--- src/sysint_pkg.sv ---
/*
 * constants of the system integration register bank: addresses,
 * field positions and reset values.
 * assumes one byte-addressed 32-bit register port on the bus clock.
 */
package sysint_pkg;

    localparam logic [31:0] ADDR_CAUSE_ID  = 32'h4004_8000;
    localparam logic [31:0] ADDR_OPTIONS   = 32'h4004_8004;
    localparam logic [31:0] ADDR_PIN_SEL   = 32'h4004_8008;
    localparam logic [31:0] ADDR_CLK_GATE  = 32'h4004_800C;
    localparam logic [31:0] ADDR_UID_LOW   = 32'h4004_8010;
    localparam logic [31:0] ADDR_UID_HIGH  = 32'h4004_8014;
    localparam logic [31:0] ADDR_BUS_DIV   = 32'h4004_8018;
    localparam logic [31:0] ADDR_EVT_STAT  = 32'h4004_801C;
    localparam logic [31:0] ADDR_EVT_MASK  = 32'h4004_8020;

    localparam logic [31:0] RST_OPTIONS    = 32'h0000_0000;
    localparam logic [31:0] RST_PIN_SEL    = 32'h0000_0000;
    localparam logic [31:0] RST_CLK_GATE   = 32'h0000_3000;
    localparam logic [31:0] RST_BUS_DIV    = 32'h0000_0000;
    localparam logic [31:0] RST_EVT_MASK   = 32'h0000_0000;

    // identity field positions
    localparam int FAMILY_POS     = 28;
    localparam int SUBFAMILY_POS  = 24;
    localparam int REVISION_POS   = 20;
    localparam int PKG_SIZE_POS   = 16;

    // arbitrary neutral identity values
    localparam logic [3:0] FAMILY_DEFAULT    = 4'h5;
    localparam logic [3:0] SUBFAMILY_DEFAULT = 4'h3;
    localparam logic [3:0] REVISION_DEFAULT  = 4'h1;
    localparam logic [3:0] PKG_64_PIN        = 4'h7;
    localparam logic [3:0] PKG_100_PIN       = 4'hA;

    // reset cause flag positions
    localparam int STOP_ERR_BIT   = 13;
    localparam int DEBUG_RST_BIT  = 11;
    localparam int SOFT_RST_BIT   = 10;
    localparam int HANG_BIT       = 9;
    localparam int POWER_ON_BIT   = 7;
    localparam int PIN_RST_BIT    = 6;
    localparam int WATCHDOG_BIT   = 5;
    localparam int OSC_RST_BIT    = 2;
    localparam int LOW_SUPPLY_BIT = 1;
    localparam logic [31:0] CAUSE_MASK = 32'h0000_2EE6;

endpackage : sysint_pkg

--- src/level_sync.sv ---
/*
 * two-flop synchroniser for a vector of slow levels.
 * assumes each bit is quasi-static; no bus coherency is promised.
 */
`timescale 1ns/1ps
module level_sync
#(
    parameter int WIDTH = 1
)
(
    input  wire logic             core_clk,
    input  wire logic [WIDTH-1:0] async_in,
    output logic      [WIDTH-1:0] sync_out
);

    logic [WIDTH-1:0] stage_one;

    // first stage feeds only the second stage
    always_ff @(posedge core_clk)
    begin
        stage_one <= async_in;
        sync_out  <= stage_one;
    end

endmodule : level_sync

--- src/cause_latch.sv ---
/*
 * collects reset causes while reset is held and latches them into
 * the cause flags on the first clock after release, keeping only power-on and low supply when power-on is among them.
 * assumes the reset controller holds each cause level through reset.
 */
`timescale 1ns/1ps
module cause_latch
    import sysint_pkg::*;
(
    input  wire logic        core_clk,
    input  wire logic        resetn,
    input  wire logic [31:0] cause_now,
    output logic      [31:0] cause_flags,
    output logic             capture_pulse
);

    logic [31:0] gathered;
    logic        released;

    // accumulate causes during reset, drop them once taken
    always_ff @(posedge core_clk)
    begin
        if (!resetn)
            gathered <= gathered | (cause_now & CAUSE_MASK);
        else if (capture_pulse)
            gathered <= 32'h0000_0000;
    end

    // marks the first cycle after release
    always_ff @(posedge core_clk)
    begin
        if (!resetn)
            released <= 1'b0;
        else
            released <= 1'b1;
    end

    assign capture_pulse = resetn && !released;

    // flags hold the latest reset's causes until the next one
    always_ff @(posedge core_clk)
    begin
        if (!resetn)
            cause_flags <= 32'h0000_0000;
        else if (capture_pulse)
        begin
            if (gathered[POWER_ON_BIT])
                cause_flags <= gathered &
                    ((32'h1 << POWER_ON_BIT) | (32'h1 << LOW_SUPPLY_BIT));
            else
                cause_flags <= gathered;
        end
    end

endmodule : cause_latch

--- src/system_reset_status_id_bank.sv ---
/*
 * system integration register bank: reset cause and identity,
 * options, pin selection, clock gating, unique id and bus divider,
 * plus a reset-cause event status and mask with one interrupt.
 * assumes a single-cycle strobe master on core_clk; cause and id
 * inputs come from other domains and are synchronised here.
 */
`timescale 1ns/1ps
module system_reset_status_id_bank
    import sysint_pkg::*;
#(
    parameter logic [3:0]  FAMILY_CODE   = FAMILY_DEFAULT,
    parameter logic [3:0]  SUBFAMILY     = SUBFAMILY_DEFAULT,
    parameter logic [3:0]  REVISION      = REVISION_DEFAULT,
    parameter logic [3:0]  PACKAGE_CODE  = PKG_64_PIN,
    parameter logic [31:0] OPTIONS_INIT  = RST_OPTIONS,
    parameter logic [31:0] BUS_DIV_INIT  = RST_BUS_DIV
)
(
    input  wire logic        core_clk,
    input  wire logic        resetn,
    input  wire logic [31:0] bus_addr,
    input  wire logic [31:0] bus_wdata,
    input  wire logic        bus_write,
    input  wire logic        bus_read,
    output logic      [31:0] bus_rdata,
    input  wire logic        stop_handshake_error_reset,
    input  wire logic        debugger_reset_request,
    input  wire logic        core_reset_request_bit,
    input  wire logic        core_hang_reset,
    input  wire logic        power_on_reset,
    input  wire logic        reset_pin_low,
    input  wire logic        watchdog_timeout,
    input  wire logic        watchdog_enabled,
    input  wire logic        oscillator_module_reset,
    input  wire logic        low_supply_reset,
    input  wire logic [31:0] unique_id_low_in,
    input  wire logic [31:0] unique_id_high_in,
    output logic      [31:0] system_options,
    output logic      [31:0] pin_selection,
    output logic      [31:0] clock_gating_control,
    output logic      [31:0] bus_clock_divider,
    output logic             irq
);

    // synchronised copies of the cause levels
    logic [9:0]  cause_raw;
    logic [9:0]  cause_sync;
    logic [63:0] uid_sync;
    logic [31:0] cause_now;
    logic [31:0] cause_flags;
    logic        capture_pulse;
    logic        capture_seen;

    // register selects
    logic        sel_cause_id;
    logic        sel_options;
    logic        sel_pin_sel;
    logic        sel_clk_gate;
    logic        sel_uid_low;
    logic        sel_uid_high;
    logic        sel_bus_div;
    logic        sel_evt_stat;
    logic        sel_evt_mask;

    // event logic
    logic [31:0] event_status;
    logic [31:0] event_mask;
    logic [31:0] next_event_status;
    logic [31:0] identity_word;
    logic [31:0] read_mux;

    // gather the cause pins into one vector for synchronising
    assign cause_raw = {
        stop_handshake_error_reset,
        debugger_reset_request,
        core_reset_request_bit,
        core_hang_reset,
        power_on_reset,
        reset_pin_low,
        watchdog_timeout,
        watchdog_enabled,
        oscillator_module_reset,
        low_supply_reset
    };

    // cause levels cross from the reset controller's domain
    level_sync
    #(
        .WIDTH (10)
    )
    u_cause_sync
    (
        .core_clk (core_clk),
        .async_in (cause_raw),
        .sync_out (cause_sync)
    );

    // unique id comes from fuses outside the bus clock domain
    level_sync
    #(
        .WIDTH (64)
    )
    u_uid_sync
    (
        .core_clk (core_clk),
        .async_in ({unique_id_high_in, unique_id_low_in}),
        .sync_out (uid_sync)
    );

    // place each synchronised cause at its flag position
    always_comb
    begin
        cause_now                 = 32'h0000_0000;
        cause_now[STOP_ERR_BIT]   = cause_sync[9];
        cause_now[DEBUG_RST_BIT]  = cause_sync[8];
        cause_now[SOFT_RST_BIT]   = cause_sync[7];
        cause_now[HANG_BIT]       = cause_sync[6];
        cause_now[POWER_ON_BIT]   = cause_sync[5];
        cause_now[PIN_RST_BIT]    = cause_sync[4];
        // a disabled watchdog cannot cause a reset
        cause_now[WATCHDOG_BIT]   = cause_sync[3]
                                    && cause_sync[2];
        cause_now[OSC_RST_BIT]    = cause_sync[1];
        // power-on also marks the low supply flag
        cause_now[LOW_SUPPLY_BIT] = cause_sync[0]
                                    || cause_sync[5];
    end

    // latches the causes when reset is released
    cause_latch u_cause_latch
    (
        .core_clk      (core_clk),
        .resetn        (resetn),
        .cause_now     (cause_now),
        .cause_flags   (cause_flags),
        .capture_pulse (capture_pulse)
    );

    // full-address decode of the bank
    assign sel_cause_id = (bus_addr == ADDR_CAUSE_ID);
    assign sel_options  = (bus_addr == ADDR_OPTIONS);
    assign sel_pin_sel  = (bus_addr == ADDR_PIN_SEL);
    assign sel_clk_gate = (bus_addr == ADDR_CLK_GATE);
    assign sel_uid_low  = (bus_addr == ADDR_UID_LOW);
    assign sel_uid_high = (bus_addr == ADDR_UID_HIGH);
    assign sel_bus_div  = (bus_addr == ADDR_BUS_DIV);
    assign sel_evt_stat = (bus_addr == ADDR_EVT_STAT);
    assign sel_evt_mask = (bus_addr == ADDR_EVT_MASK);

    // identity word: hard-wired codes over the latched cause flags
    always_comb
    begin
        identity_word = cause_flags & CAUSE_MASK;
        identity_word[FAMILY_POS+:4]    = FAMILY_CODE;
        identity_word[SUBFAMILY_POS+:4] = SUBFAMILY;
        identity_word[REVISION_POS+:4]  = REVISION;
        identity_word[PKG_SIZE_POS+:4]  = PACKAGE_CODE;
    end

    // system options; field reset values come from the parameter
    always_ff @(posedge core_clk)
    begin
        if (!resetn)
            system_options <= OPTIONS_INIT;
        else if (bus_write && sel_options)
            system_options <= bus_wdata;
    end

    // pin selection clears on reset
    always_ff @(posedge core_clk)
    begin
        if (!resetn)
            pin_selection <= RST_PIN_SEL;
        else if (bus_write && sel_pin_sel)
            pin_selection <= bus_wdata;
    end

    // clock gating comes out of reset with two gates open
    always_ff @(posedge core_clk)
    begin
        if (!resetn)
            clock_gating_control <= RST_CLK_GATE;
        else if (bus_write && sel_clk_gate)
            clock_gating_control <= bus_wdata;
    end

    // bus clock divider setting
    always_ff @(posedge core_clk)
    begin
        if (!resetn)
            bus_clock_divider <= BUS_DIV_INIT;
        else if (bus_write && sel_bus_div)
            bus_clock_divider <= bus_wdata;
    end

    // event mask gates status onto the interrupt
    always_ff @(posedge core_clk)
    begin
        if (!resetn)
            event_mask <= RST_EVT_MASK;
        else if (bus_write && sel_evt_mask)
            event_mask <= bus_wdata & CAUSE_MASK;
    end

    // one cycle after capture, so the latched flags are settled
    always_ff @(posedge core_clk)
    begin
        if (!resetn)
            capture_seen <= 1'b0;
        else
            capture_seen <= capture_pulse;
    end

    // write one to clear; a capture in the same cycle wins
    always_comb
    begin
        next_event_status = event_status;
        if (bus_write && sel_evt_stat)
            next_event_status = next_event_status & ~bus_wdata;
        if (capture_seen)
            next_event_status = next_event_status
                                | (cause_flags & CAUSE_MASK);
    end

    // sticky event status mirrors the latched flags, not the live
    // cause pins, so late cause edges never reach the interrupt
    always_ff @(posedge core_clk)
    begin
        if (!resetn)
            event_status <= 32'h0000_0000;
        else
            event_status <= next_event_status & CAUSE_MASK;
    end

    // level interrupt while any unmasked event stands
    assign irq = |(event_status & event_mask);

    // read multiplexer; unmapped addresses read zero
    always_comb
    begin
        read_mux = 32'h0000_0000;
        unique case (1'b1)
            sel_cause_id: read_mux = identity_word;
            sel_options:  read_mux = system_options;
            sel_pin_sel:  read_mux = pin_selection;
            sel_clk_gate: read_mux = clock_gating_control;
            sel_uid_low:  read_mux = uid_sync[31:0];
            sel_uid_high: read_mux = uid_sync[63:32];
            sel_bus_div:  read_mux = bus_clock_divider;
            sel_evt_stat: read_mux = event_status;
            sel_evt_mask: read_mux = event_mask;
            default:      read_mux = 32'h0000_0000;
        endcase
    end

    // read data stands only in the cycle after the strobe
    always_ff @(posedge core_clk)
    begin
        if (!resetn)
            bus_rdata <= 32'h0000_0000;
        else if (bus_read)
            bus_rdata <= read_mux;
        else
            bus_rdata <= 32'h0000_0000;
    end

endmodule : system_reset_status_id_bank

--- config.mk ---
export PLATFORM = sky130hd
export DESIGN_NAME = system_reset_status_id_bank
export DESIGN_NICKNAME = d
export VERILOG_FILES = /design/src/sysint_pkg.sv /design/src/level_sync.sv /design/src/cause_latch.sv /design/src/system_reset_status_id_bank.sv
export SDC_FILE = /design/constraint.sdc
export NUM_CORES = 1
export LEC_CHECK = 0
export CORE_ASPECT_RATIO = 0.75
export CORE_MARGIN = 2
export CORE_UTILIZATION = 65
export CTS_CLUSTER_DIAMETER = 150
export CTS_CLUSTER_SIZE = 30
export DETAILED_ROUTE_END_ITERATION = 16
export DONT_BUFFER_PORTS = 1
export HOLD_SLACK_MARGIN = 0.06
export PLACE_DENSITY = 0.86
export RECOVER_POWER = 100
export SLEW_MARGIN = 20
export SYNTH_ARGS = -nofsm -noshare
export SYNTH_HDL_FRONTEND = slang
export SYNTH_HIERARCHICAL = 1
export SYNTH_SLANG_ARGS = --single-unit
--- constraint.sdc ---
create_clock -name core_clk -period 5.8 [get_ports core_clk]
set_clock_uncertainty 0.2 [all_clocks]
set_input_delay 0.29 -clock core_clk [delete_from_list [all_inputs] [get_ports core_clk]]
set_output_delay 0.29 -clock core_clk [all_outputs]
set_load 0.01 [all_outputs]
* Word level (Yosys, flattened, before mapping)
Cells that the tools add are included.
** Storage, ports and cells
- Input bits :: 142
- Bits in read-only memories :: 0
- Output and inout port bits :: 161
- RAM bits :: 0
- Memories :: 0
- Logic and storage cells :: 49
- Flip-flop bits (word level) :: 374
- Bits in latches :: 0
** Operators by class
- Magnitude comparators :: 0
- Div/mod/pow operators :: 0
- Multiplexer cells :: 7
- $mul :: 0
- Reduce and logical (&&, ||, !) cells :: 12
- Shift operators :: 0
- Bitwise operators :: 5
- Eq/ne operators :: 10
- Add/sub/neg operators :: 0
** Operators by type and width (count)
- $eq A32 B31 Y1 const B :: 9
- $pmux W32 S9 :: 1
- $mux W32 :: 2
- $mux W14 :: 3
- $or A32 B14 Y32 :: 1
- $reduce_or A32 Y1 :: 1
- $and A14 B14 Y14 :: 2
- $not A14 Y14 :: 1
- $or A14 B14 Y14 :: 1
- $logic_and A1 B1 Y1 :: 8
- $ne A2 B1 Y1 const B :: 1
- $reduce_and A2 Y1 :: 1
- $logic_not A1 Y1 :: 1
- $logic_or A1 B1 Y1 :: 1
- $mux W1 :: 1

* Depth between registers and ports, before layout
Gate-level depths: netlist of run 1.
- Word-level depth :: 5
- Depth in mapped cells :: 7
- Mapped depth without buffers :: 4

* Cells and area by module
Netlist of run 1, hierarchy kept.
** Modules (own cells, without submodules)
- system_reset_status_id_bank :: sequential area each 3583.4 um2, cells an instance 837, instances 1, area an instance 8056.5 um2
- level_sync at u_uid_sync :: sequential area each 2562.5 um2, cells an instance 128, instances 1, area an instance 2562.5 um2
- cause_latch :: sequential area each 470.5 um2, cells an instance 92, instances 1, area an instance 915.9 um2
- level_sync at u_cause_sync :: sequential area each 400.4 um2, cells an instance 20, instances 1, area an instance 400.4 um2

* Worst setup path after synthesis of run 1
Ideal clock, no wire load.
- Kind :: input-to-reg
- Start point :: input bus_addr[2]
- End point :: register clock_gating_control[10]
- Data required time :: 5528 ps
- Slack :: 3641 ps
- Library setup time :: 72 ps
- Arrival :: 1888 ps
- Stages :: 7
- Path through :: clkbuf_1 > or3b_2 > nor2_2 > and4_1 > buf_2 > buf_6 > mux2i_1
** Between the ends
- Word-level cells in the longest chain between the ends :: 2
** Ends and longest elaborated chain
- from (decl) :: line system_reset_status_id_bank.sv:22 : input wire logic [31:0] bus_addr,
- $eq A32 B31 Y1 :: line system_reset_status_id_bank.sv:144 : assign sel_clk_gate = (bus_addr == ADDR_CLK_GATE);
- $logic_and A1 B1 Y1 :: line system_reset_status_id_bank.sv:184 : else if (bus_write && sel_clk_gate)
- to (signal assigned) :: line system_reset_status_id_bank.sv:185 : clock_gating_control <= bus_wdata;
- to (decl) :: line system_reset_status_id_bank.sv:41 : output logic [31:0] clock_gating_control,
No other way between the ends.
A chain may end at the register's enable or synchronous reset.

* Worst setup path after layout of run 1
- Start point :: input bus_addr[5]
- End point :: register clock_gating_control[29]
Same word-level chain as after synthesis.

==> results.toml, run 1 <==
[floorplan]
initial_core_util = 0.666
core_region_area_sq_mm = 0.0177
io_pins = 303
floorplan.die.height_microns = 120
die-width_microns = 159
floorplan.die_area_sq_mm = 0.0192
rows = 42

[flow_run]
maxCapViolCount = 5

[placement]
dp.cells = 1227
post-dp-hpwl_microns = 21100
routabilityCongestion = 0.872
place_area_sq_mm = 0.0118
place_ws_ns = 2.19
port_buffers = 0

[routing]
drt-total-wl_microns = 36200
routed-via-count = 9029
drc = 0
detail-route-antenna-nets = 0
avgViaCountPerCell = 6.55
drt_pass_1_iters = 7
routed_wire_length_per_instance_microns = 26.3
first_iter_violations = 1163

[sta]
timing_max_transition_violations_final = 103
tightestPinTransition_ns = 3.21
timing.setup.tns_ns = 0
unrepaired_setup_endpoints_after_global_routing = "no"
timing.final.crit_share = 0.769
hold_violation_total_from_the_final_report = 0
setup_slack_ns = 1.34
slew_headroom = -1.15
number_of_setup_violations_in_the_final_report = 0
max_freq_mhz = 224
post-route-min-period_ns = 4.46

[global_route]
grt_util_all_layers = 0.358
gr_busiest_metal = "met2"
grt_use_met3 = 0.123
gr-total-overflow = 0
grt_antenna_before_repair = 2
wire_length_of_the_first_global_routing_pass_microns = 52900
global_route.usage.met2 = 0.580
grtUsageMet1 = 0.446
first_global_vias = 8832
grt_start_max_net_pins = 190

[clock_tree]
cts.reportedPaths.clkPinSlew_ns = 0.11
cts_post_setup_buffers_inserted = 0
cts_tree = "built"
gates_resized_cts_repair = 0
clock_tree.root_cell = "clkbuf_16"
clock_tree.htree_level_count = 1
cts_inserted_buffers = 15
cts_num_sinks = 346
worst_skew_pair.late_latency_ns = 0.50
cts_hold_buffers = 126
maximum_buffer_depth_of_the_clock_tree = 3

[yosys]
synthesis.yosys.warnings = 6
syn_area_sq_mm = 0.0118
syn-instance-count = 1052
synth_area_per_cell_sq_um = 11.2
post_syn_nets = 1194

[layout]
n_antenna_cell = 0
finish.cell_count_without_fillers = 1378
layout.cell_area.non_filler_sq_mm = 0.0135
post_route_cells_drive_above_1_share = 0.0687
syn_to_final_growth_pct = 14.8
nNetsFinal = 1277

[hold_path]
hold_depth = 1
timing.hold.worst.class = "in2reg"

[setup_path]
endpoint_kind = "flip-flop"
timing.critical_path.required_ns = 6.02
cp.arrival_ns = 4.68
timing.reg2reg.worst_path_depth = 6
critical_path.max_fanout = 32
critical_path_class = "in2reg"
critPathLaunchType = "primary input"

[run_status]
failed_checks = "capacitance limit, slew limit"
status = "complete, but fails checks"

[power_and_ir_drop]
static-leakage-power_nw = 5.26
worst_ir_drop_vdd_uv = 302
p_per_area_mw_per_mm2 = 286
==> path summary, 6_finish.rpt <==
kind	start	to	slack (ns)
setup / recovery	bus_addr[5]	clock_gating_control[29]	1.34
hold / removal	resetn	u_cause_latch/released	0.02
setup reg to reg	clock_gating_control[6]	bus_rdata[6]	3.39
hold reg to reg	u_uid_sync/stage_one[38]	u_uid_sync/sync_out[38]	0.13
==> stage by stage <==
stage | power [W] | util | hold WS, ns
3_5_place_dp | 0.00260 | 0.668 | 0.112
5_1_grt | 0.00396 | 0.764 | 0.0368
3_3_place_gp | 0.00260 | 0.668 | 0.110
6_report | 0.00387 | 0.764 | 0.0190
2_1_floorplan | 0.00260 | - | 0.110
4_1_cts | 0.00384 | 0.764 | 0.0626
==> metal layers <==
metal	part of all wire	vias to the layer above
met4	0.044	0
li1	-	3846
met5	0	-
met1	0.37	4284
met3	0.13	163
met2	0.45	736
==> where the power goes <==
part,internal [W],switching [W]
Sequential,0.00245,0.0000301
Combinational,0.0000868,0.0000911
Clock,0.000484,0.000722
==> critical path: stages <==
cell and delay [ns]:
or4_1 0.60, nor2_1 2.39, and4_4 1.07, mux2i_1 0.31
==> cells in the final DEF, fill, tap and decap left out, types with 8 or more instances in the layout <==
cell type      instances
dlygate4sd3_1        129
nand2_1              204
a22o_1                13
nand4_1                9
nand2b_1               9
mux2_2                44
mux2i_1              141
a21oi_1               15
nor2b_1               10
nand3_1                8
a22oi_1               44
o21ai_0               14
a311oi_1               9
edfxtp_1               9
dfxtp_1              337
clkbuf_16             15
a31oi_1               25
a222oi_1               9
nor2_1                25
==> state kept, by name, summed over array words and instances, names as in the netlist, 10 cells and up <==
signal / count
system_options: 32
u_cause_sync/stage_one: 10
u_uid_sync/stage_one: 64
pin_selection: 32
u_cause_sync/sync_out: 10
clock_gating_control: 32
u_uid_sync/sync_out: 64
bus_rdata: 32
bus_clock_divider: 32
==> final cells by class <==
class	instances	area, sq um
multi-input cells	630	4370
clock buffers	17	383
fillers	1069	4160
flip-flops and latches	346	7020
inverters	2	7.51
clock inverters	1	16.3
repair buffers	140	1400
well taps	242	303
No activity file was read; power rests on OpenSTA's default activity.
==> run 2: changes to the inputs <==
ABC_AREA = 1   (was default)
CORE_UTILIZATION = 56   (was 65)
PLACE_DENSITY = 0.79   (was 0.86)
clock period = 3.8 ns   (was 5.8 ns; I/O delays follow)
==> run 2 against run 1 <==
Net effect:
- the flow now finishes without violations
- clock-buffer cell count grew 1
- sequential share of layout area down 2.9 points
- die area is 17% higher
- worst hold slack gained 0.10 ns
- largest cell class unchanged
- setup slack got worse by 0.78 ns
- synthesized area grew 1.6%
- critical path depth rose by 8
==> results.toml, run 2 <==
[clock_tree]
clock_tree.htree_level_count = 1
worst_skew_pair.late_latency_ns = 0.52
cts_post_setup_buffers_inserted = 0
cts_num_sinks = 346
cts_inserted_buffers = 15
cts_tree = "built"
maximum_buffer_depth_of_the_clock_tree = 3
cts.reportedPaths.clkPinSlew_ns = 0.11
clock_tree.root_cell = "clkbuf_16"

[setup_path]
path_delay_family = "simple AND/OR/NAND/NOR gates"
critical_path.max_fanout = 29
crit_chain = "dlygate4sd3_1 -> clkinv_1 -> nand2_1 -> nor2_8 -> nand2_2 -> nor2_1 -> nand2_1 -> nand2_1 -> nor2_1 -> nand3_1 -> nand2_2 -> nor2_1"
critical_path_class = "in2reg"
cp_slowest_cell = "nor2_1"
timing.critical_path.slowest_cell_delay_ns = 0.61
endpoint_kind = "flip-flop"
timing.critical_path.required_ns = 4.01
rrSetupSlack_ns = 2.14
critPathLaunchType = "primary input"
path_buf_inv = 2
cp.arrival_ns = 3.45

[placement]
post-dp-hpwl_microns = 23100
dp.cells = 1663
routabilityCongestion = 0.889
port_buffers = 0
place_ws_ns = 0.901

[global_route]
wire_length_of_the_first_global_routing_pass_microns = 57500
grt_util_all_layers = 0.327
grt_antenna_before_repair = 1
first_global_vias = 10100
grt_start_max_net_pins = 153
gr-total-overflow = 0

[floorplan]
rows = 46
io_pins = 303
die-width_microns = 173
floorplan.die.height_microns = 130
floorplan.die_area_sq_mm = 0.0225
initial_core_util = 0.568
core_region_area_sq_mm = 0.0210

[run_status]
status = "finished, final reports clean"

[layout]
reg_top3 = "u_uid_sync/stage_one: 64 flops, u_uid_sync/sync_out: 64 flops"
nFillCells = 1532
post_route_cells_drive_above_1_share = 0.0386
finish.cell_count_without_fillers = 1871
nNetsFinal = 1720
mostFrequentLayoutCells = "dfxtp_1 (337), nand2_1 (269), nor2_1 (207)"
syn_to_final_growth_pct = 19.7
layout.cells.most_common = "dfxtp_1"

[routing]
routed-via-count = 10800
avgViaCountPerCell = 5.76
drc = 0
routed_wire_length_per_instance_microns = 20.6
drt_pass_1_iters = 6
first_iter_violations = 1323
detail-route-antenna-nets = 0
drt-total-wl_microns = 38500

[sta]
hold_violation_total_from_the_final_report = 0
max_freq_mhz = 308
post-route-min-period_ns = 3.25
slew_headroom = 0.248
timing.setup.tns_ns = 0
timing_max_transition_violations_final = 0
number_of_setup_violations_in_the_final_report = 0
unrepaired_setup_endpoints_after_global_routing = "no"
setup_slack_ns = 0.554
tightestPinTransition_ns = 1.13
hold_ws_ns = 0.122
timing.final.crit_share = 0.854

[power_and_ir_drop]
p_per_area_mw_per_mm2 = 416
worst_ir_drop_vdd_uv = 451
static-leakage-power_nw = 6.03

[flow_run]
maxCapViolCount = 0

[hold_path]
timing.hold.worst.class = "in2reg"

[yosys]
post_syn_nets = 1580
synthesis.yosys.warnings = 6
synth_area_per_cell_sq_um = 8.30
syn_area_sq_mm = 0.0119
syn-instance-count = 1438
-- run 2: repair_timing --
item | in CTS | in global routing
resized for setup | 0 | 0
endpoints found under the hold margin | 255 | 0
hold buffers | 186 | 0
-- run 2: final cells by class --
type,instances,area (sq um),area share
Sequential cell,346,7020,0.491
Multi-Input combinational cell,926,4180,0.293
Timing Repair Buffer,197,1960,0.137
Clock buffer,18,387,0.0271
Tap cell,288,360,0.0252
Inverter,92,347,0.0243
Clock inverter,2,25.0,0.00175
Antenna cell,2,5.00,0.000350
-- run 2: layer usage --
layer	vias up	global-route usage	part of all wire
li1	4929	-	-
met2	734	0.541	0.46
met4	0	0.104	0.030
met1	4999	0.393	0.37
met5	-	0	0
met3	114	0.136	0.14
-- run 2: power breakdown --
group          total, W  leakage (nW)  internal (W)  switching, W
logic          0.000290          2.97      0.000157      0.000133
registers       0.00378          2.87       0.00374     0.0000408
clock network   0.00187         0.200      0.000748       0.00112
-- run 2: per-stage QoR --
stage / total power, W / utilization / cell area (sq um)
6_report: 0.00594 / 0.680 / 14300
4_1_cts: 0.00591 / 0.684 / 14400
5_1_grt: 0.00609 / 0.680 / 14300
3_3_place_gp: 0.00395 / 0.575 / 12100
2_1_floorplan: 0.00394 / - / 11900
3_5_place_dp: 0.00396 / 0.575 / 12100
-- run 2: path summary, 6_finish.rpt --
kind	start	end	cells past startpoint
worst max-delay path	bus_addr[5]	bus_rdata[27]	12
worst min-delay path	bus_write	pin_selection[21]	3
worst max register to register	u_cause_latch/released	u_cause_latch/cause_flags[1]	4
worst min register to register	u_cause_sync/stage_one[0]	u_cause_sync/sync_out[0]	0
-- run 2: worst reg2reg max path: stages, from the launching register on --
cell,delay (ns)
dfxtp_1,0.33
nand2_1,0.36
clkinv_1,0.41
nand2_1,0.16
nand2_1,0.07
==> run 3: changes to the inputs <==
ABC_AREA = default   (was 1)
==> run 3 against run 2 <==
Net effect:
- the flow now finishes with violations (capacitance limit, slew limit)
- total power grew 0.27%
- die area shrank 1.5%
- routed wire length shrank 1.5%
- worst hold slack lost 0.039 ns
- global-route usage grew 0.33 points
- sequential cell count is the same
- clock power is essentially flat
- combinational power grew 14%
- setup slack lost 0.46 ns
- first-iteration DRC count shrank 38%
- critical path depth shrank 5
==> results.toml, run 3 (synthesis results as in run 1) <==
[global_route]
grt_util_all_layers = 0.330
grt_start_max_net_pins = 191
wire_length_of_the_first_global_routing_pass_microns = 55500
grtUsageMet1 = 0.410
grt_use_met3 = 0.117
gr_busiest_metal = "met2"
first_global_vias = 9260
global_route.usage.met2 = 0.529
grt_antenna_before_repair = 3
gr-total-overflow = 0

[placement]
dp.cells = 1281
port_buffers = 0
post-dp-hpwl_microns = 22700
place_ws_ns = 1.01
routabilityCongestion = 0.887

[setup_path]
critPathMostFrequentCell = "dlygate4sd3_1"
cp_slowest_cell = "dlygate4sd3_1"
crit_chain = "dlygate4sd3_1 -> or4b_2 -> nor3_4 -> dlygate4sd3_1 -> nand2_1 -> a31oi_1 -> dlygate4sd3_1"
critPathLaunchType = "primary input"
path_buf_inv = 3
endpoint_kind = "flip-flop"
path_delay_family = "buffers and inverters"
rrSetupSlack_ns = 1.45
timing.critical_path.slowest_cell_delay_ns = 1.06
cp.arrival_ns = 3.94
timing.critical_path.required_ns = 4.04
critical_path_class = "in2reg"
critical_path.max_fanout = 10

[routing]
drt-total-wl_microns = 37900
drc = 0
avgViaCountPerCell = 6.07
detail-route-antenna-nets = 0
first_iter_violations = 816
routed-via-count = 9106
drt_pass_1_iters = 7
routed_wire_length_per_instance_microns = 25.2

[clock_tree]
clock_tree.root_cell = "clkbuf_16"
cts_inserted_buffers = 15
worst_skew_pair.late_latency_ns = 0.50
cts_num_sinks = 346
maximum_buffer_depth_of_the_clock_tree = 3
cts_tree = "built"
clock_tree.htree_level_count = 1
cts.reportedPaths.clkPinSlew_ns = 0.12
cts_post_setup_buffers_inserted = 0

[hold_path]
timing.hold.worst.class = "in2reg"

[floorplan]
io_pins = 303
initial_core_util = 0.575
floorplan.die.height_microns = 129
core_region_area_sq_mm = 0.0204
die-width_microns = 171
rows = 45
floorplan.die_area_sq_mm = 0.0222

[run_status]
failed_checks = "capacitance limit, slew limit"
status = "complete, but fails checks"

[sta]
hold_violation_total_from_the_final_report = 0
number_of_setup_violations_in_the_final_report = 0
setup_slack_ns = 0.0957
max_freq_mhz = 270
timing.setup.tns_ns = 0
timing_max_transition_violations_final = 191
unrepaired_setup_endpoints_after_global_routing = "no"
slew_headroom = -0.442
tightestPinTransition_ns = 2.16
timing.final.crit_share = 0.975
post-route-min-period_ns = 3.70

[power_and_ir_drop]
p_per_area_mw_per_mm2 = 415
report.power.total_w = 0.00596
pwr-share-comb = 0.056
power_frac_seq = 0.636
total_switching_power_w = 0.00130
p_int_w = 0.00466
worst_ir_drop_vdd_uv = 589
power.clock.fraction = 0.308
static-leakage-power_nw = 5.65
power_switching_share = 0.218

[layout]
nFillCells = 1384
final_core_utilization = 0.703
mostFrequentLayoutCells = "dfxtp_1 (337), nand2_1 (204), dlygate4sd3_1 (198)"
final-seq-area_sq_mm = 0.00702
post_route_cells_drive_above_1_share = 0.0805
syn_to_final_growth_pct = 22.3
multi_input_comb_area_sq_mm = 0.00439
nNetsFinal = 1358
finish.cell_count_without_fillers = 1501
layout.cells.most_common = "dfxtp_1"
reg_top3 = "u_uid_sync/stage_one: 64 flops, u_uid_sync/sync_out: 64 flops"

[flow_run]
maxCapViolCount = 1
## run 3: changes by cell type in the layout (fill, tap and decap cells not counted), sizes merged, moves of 25 or more
cell / delta
mux2i: +141
nand2: -69
inv: -87
nand3: -130
o21ai: -132
a22oi: +44
nor2: -201
a21oi: -102
mux2: +44
a31oi: +25
## run 3: tightest hold or removal path, delay by kind of cell
kind          cells  cell delay, ns
simple gates      2            0.39
mux               1            0.16
## run 3: final cells by class
type                    instances  share of cell area
flip-flops and latches        346               0.488
well taps                     282              0.0246
clock inverters                 1             0.00113
repair buffers                221               0.153
clock buffers                  17              0.0266
diodes                          2            0.000348
multi-input cells             630               0.306
inverters                       2            0.000522
## run 3: path summary, 6_finish.rpt
path,from,endpoint,cells after the start
setup / recovery,bus_addr[5],bus_rdata[26],7
setup reg to reg,clock_gating_control[6],bus_rdata[6],6
hold reg to reg,u_cause_sync/stage_one[1],u_cause_sync/sync_out[1],0
hold / removal,bus_addr[14],clock_gating_control[9],3
## run 3: power by group through the flow
stage / Clock (W) / Combinational (W) / Sequential (W)
2_1_floorplan: 0 / 0.000120 / 0.00384
5_1_grt: 0.00199 / 0.000349 / 0.00380
3_5_place_dp: 0 / 0.000106 / 0.00387
3_3_place_gp: 0 / 0.000105 / 0.00386
4_1_cts: 0.00184 / 0.000316 / 0.00378
6_report: 0.00184 / 0.000332 / 0.00379
## run 3: what timing repair did
item / 4_1_cts / 5_1_grt
endpoints found under the setup margin: 0 / 0
resized for setup: 0 / 0
hold endpoints to repair: 281 / 2
hold buffers: 198 / 2
## run 3: stage by stage
step                      area [sq um]  hold slack (ns)
final                            14400           0.0834
after global routing             14400           0.0705
after CTS                        14400           0.0629
after detailed placement         12000           0.0177
after global placement           12000           0.0178
after floorplan                  11800           0.0177
## run 3: metal layers
metal	wire (microns)	share of wire
met5	0	0
met4	1460	0.039
met3	4560	0.12
met2	17200	0.45
met1	14700	0.39
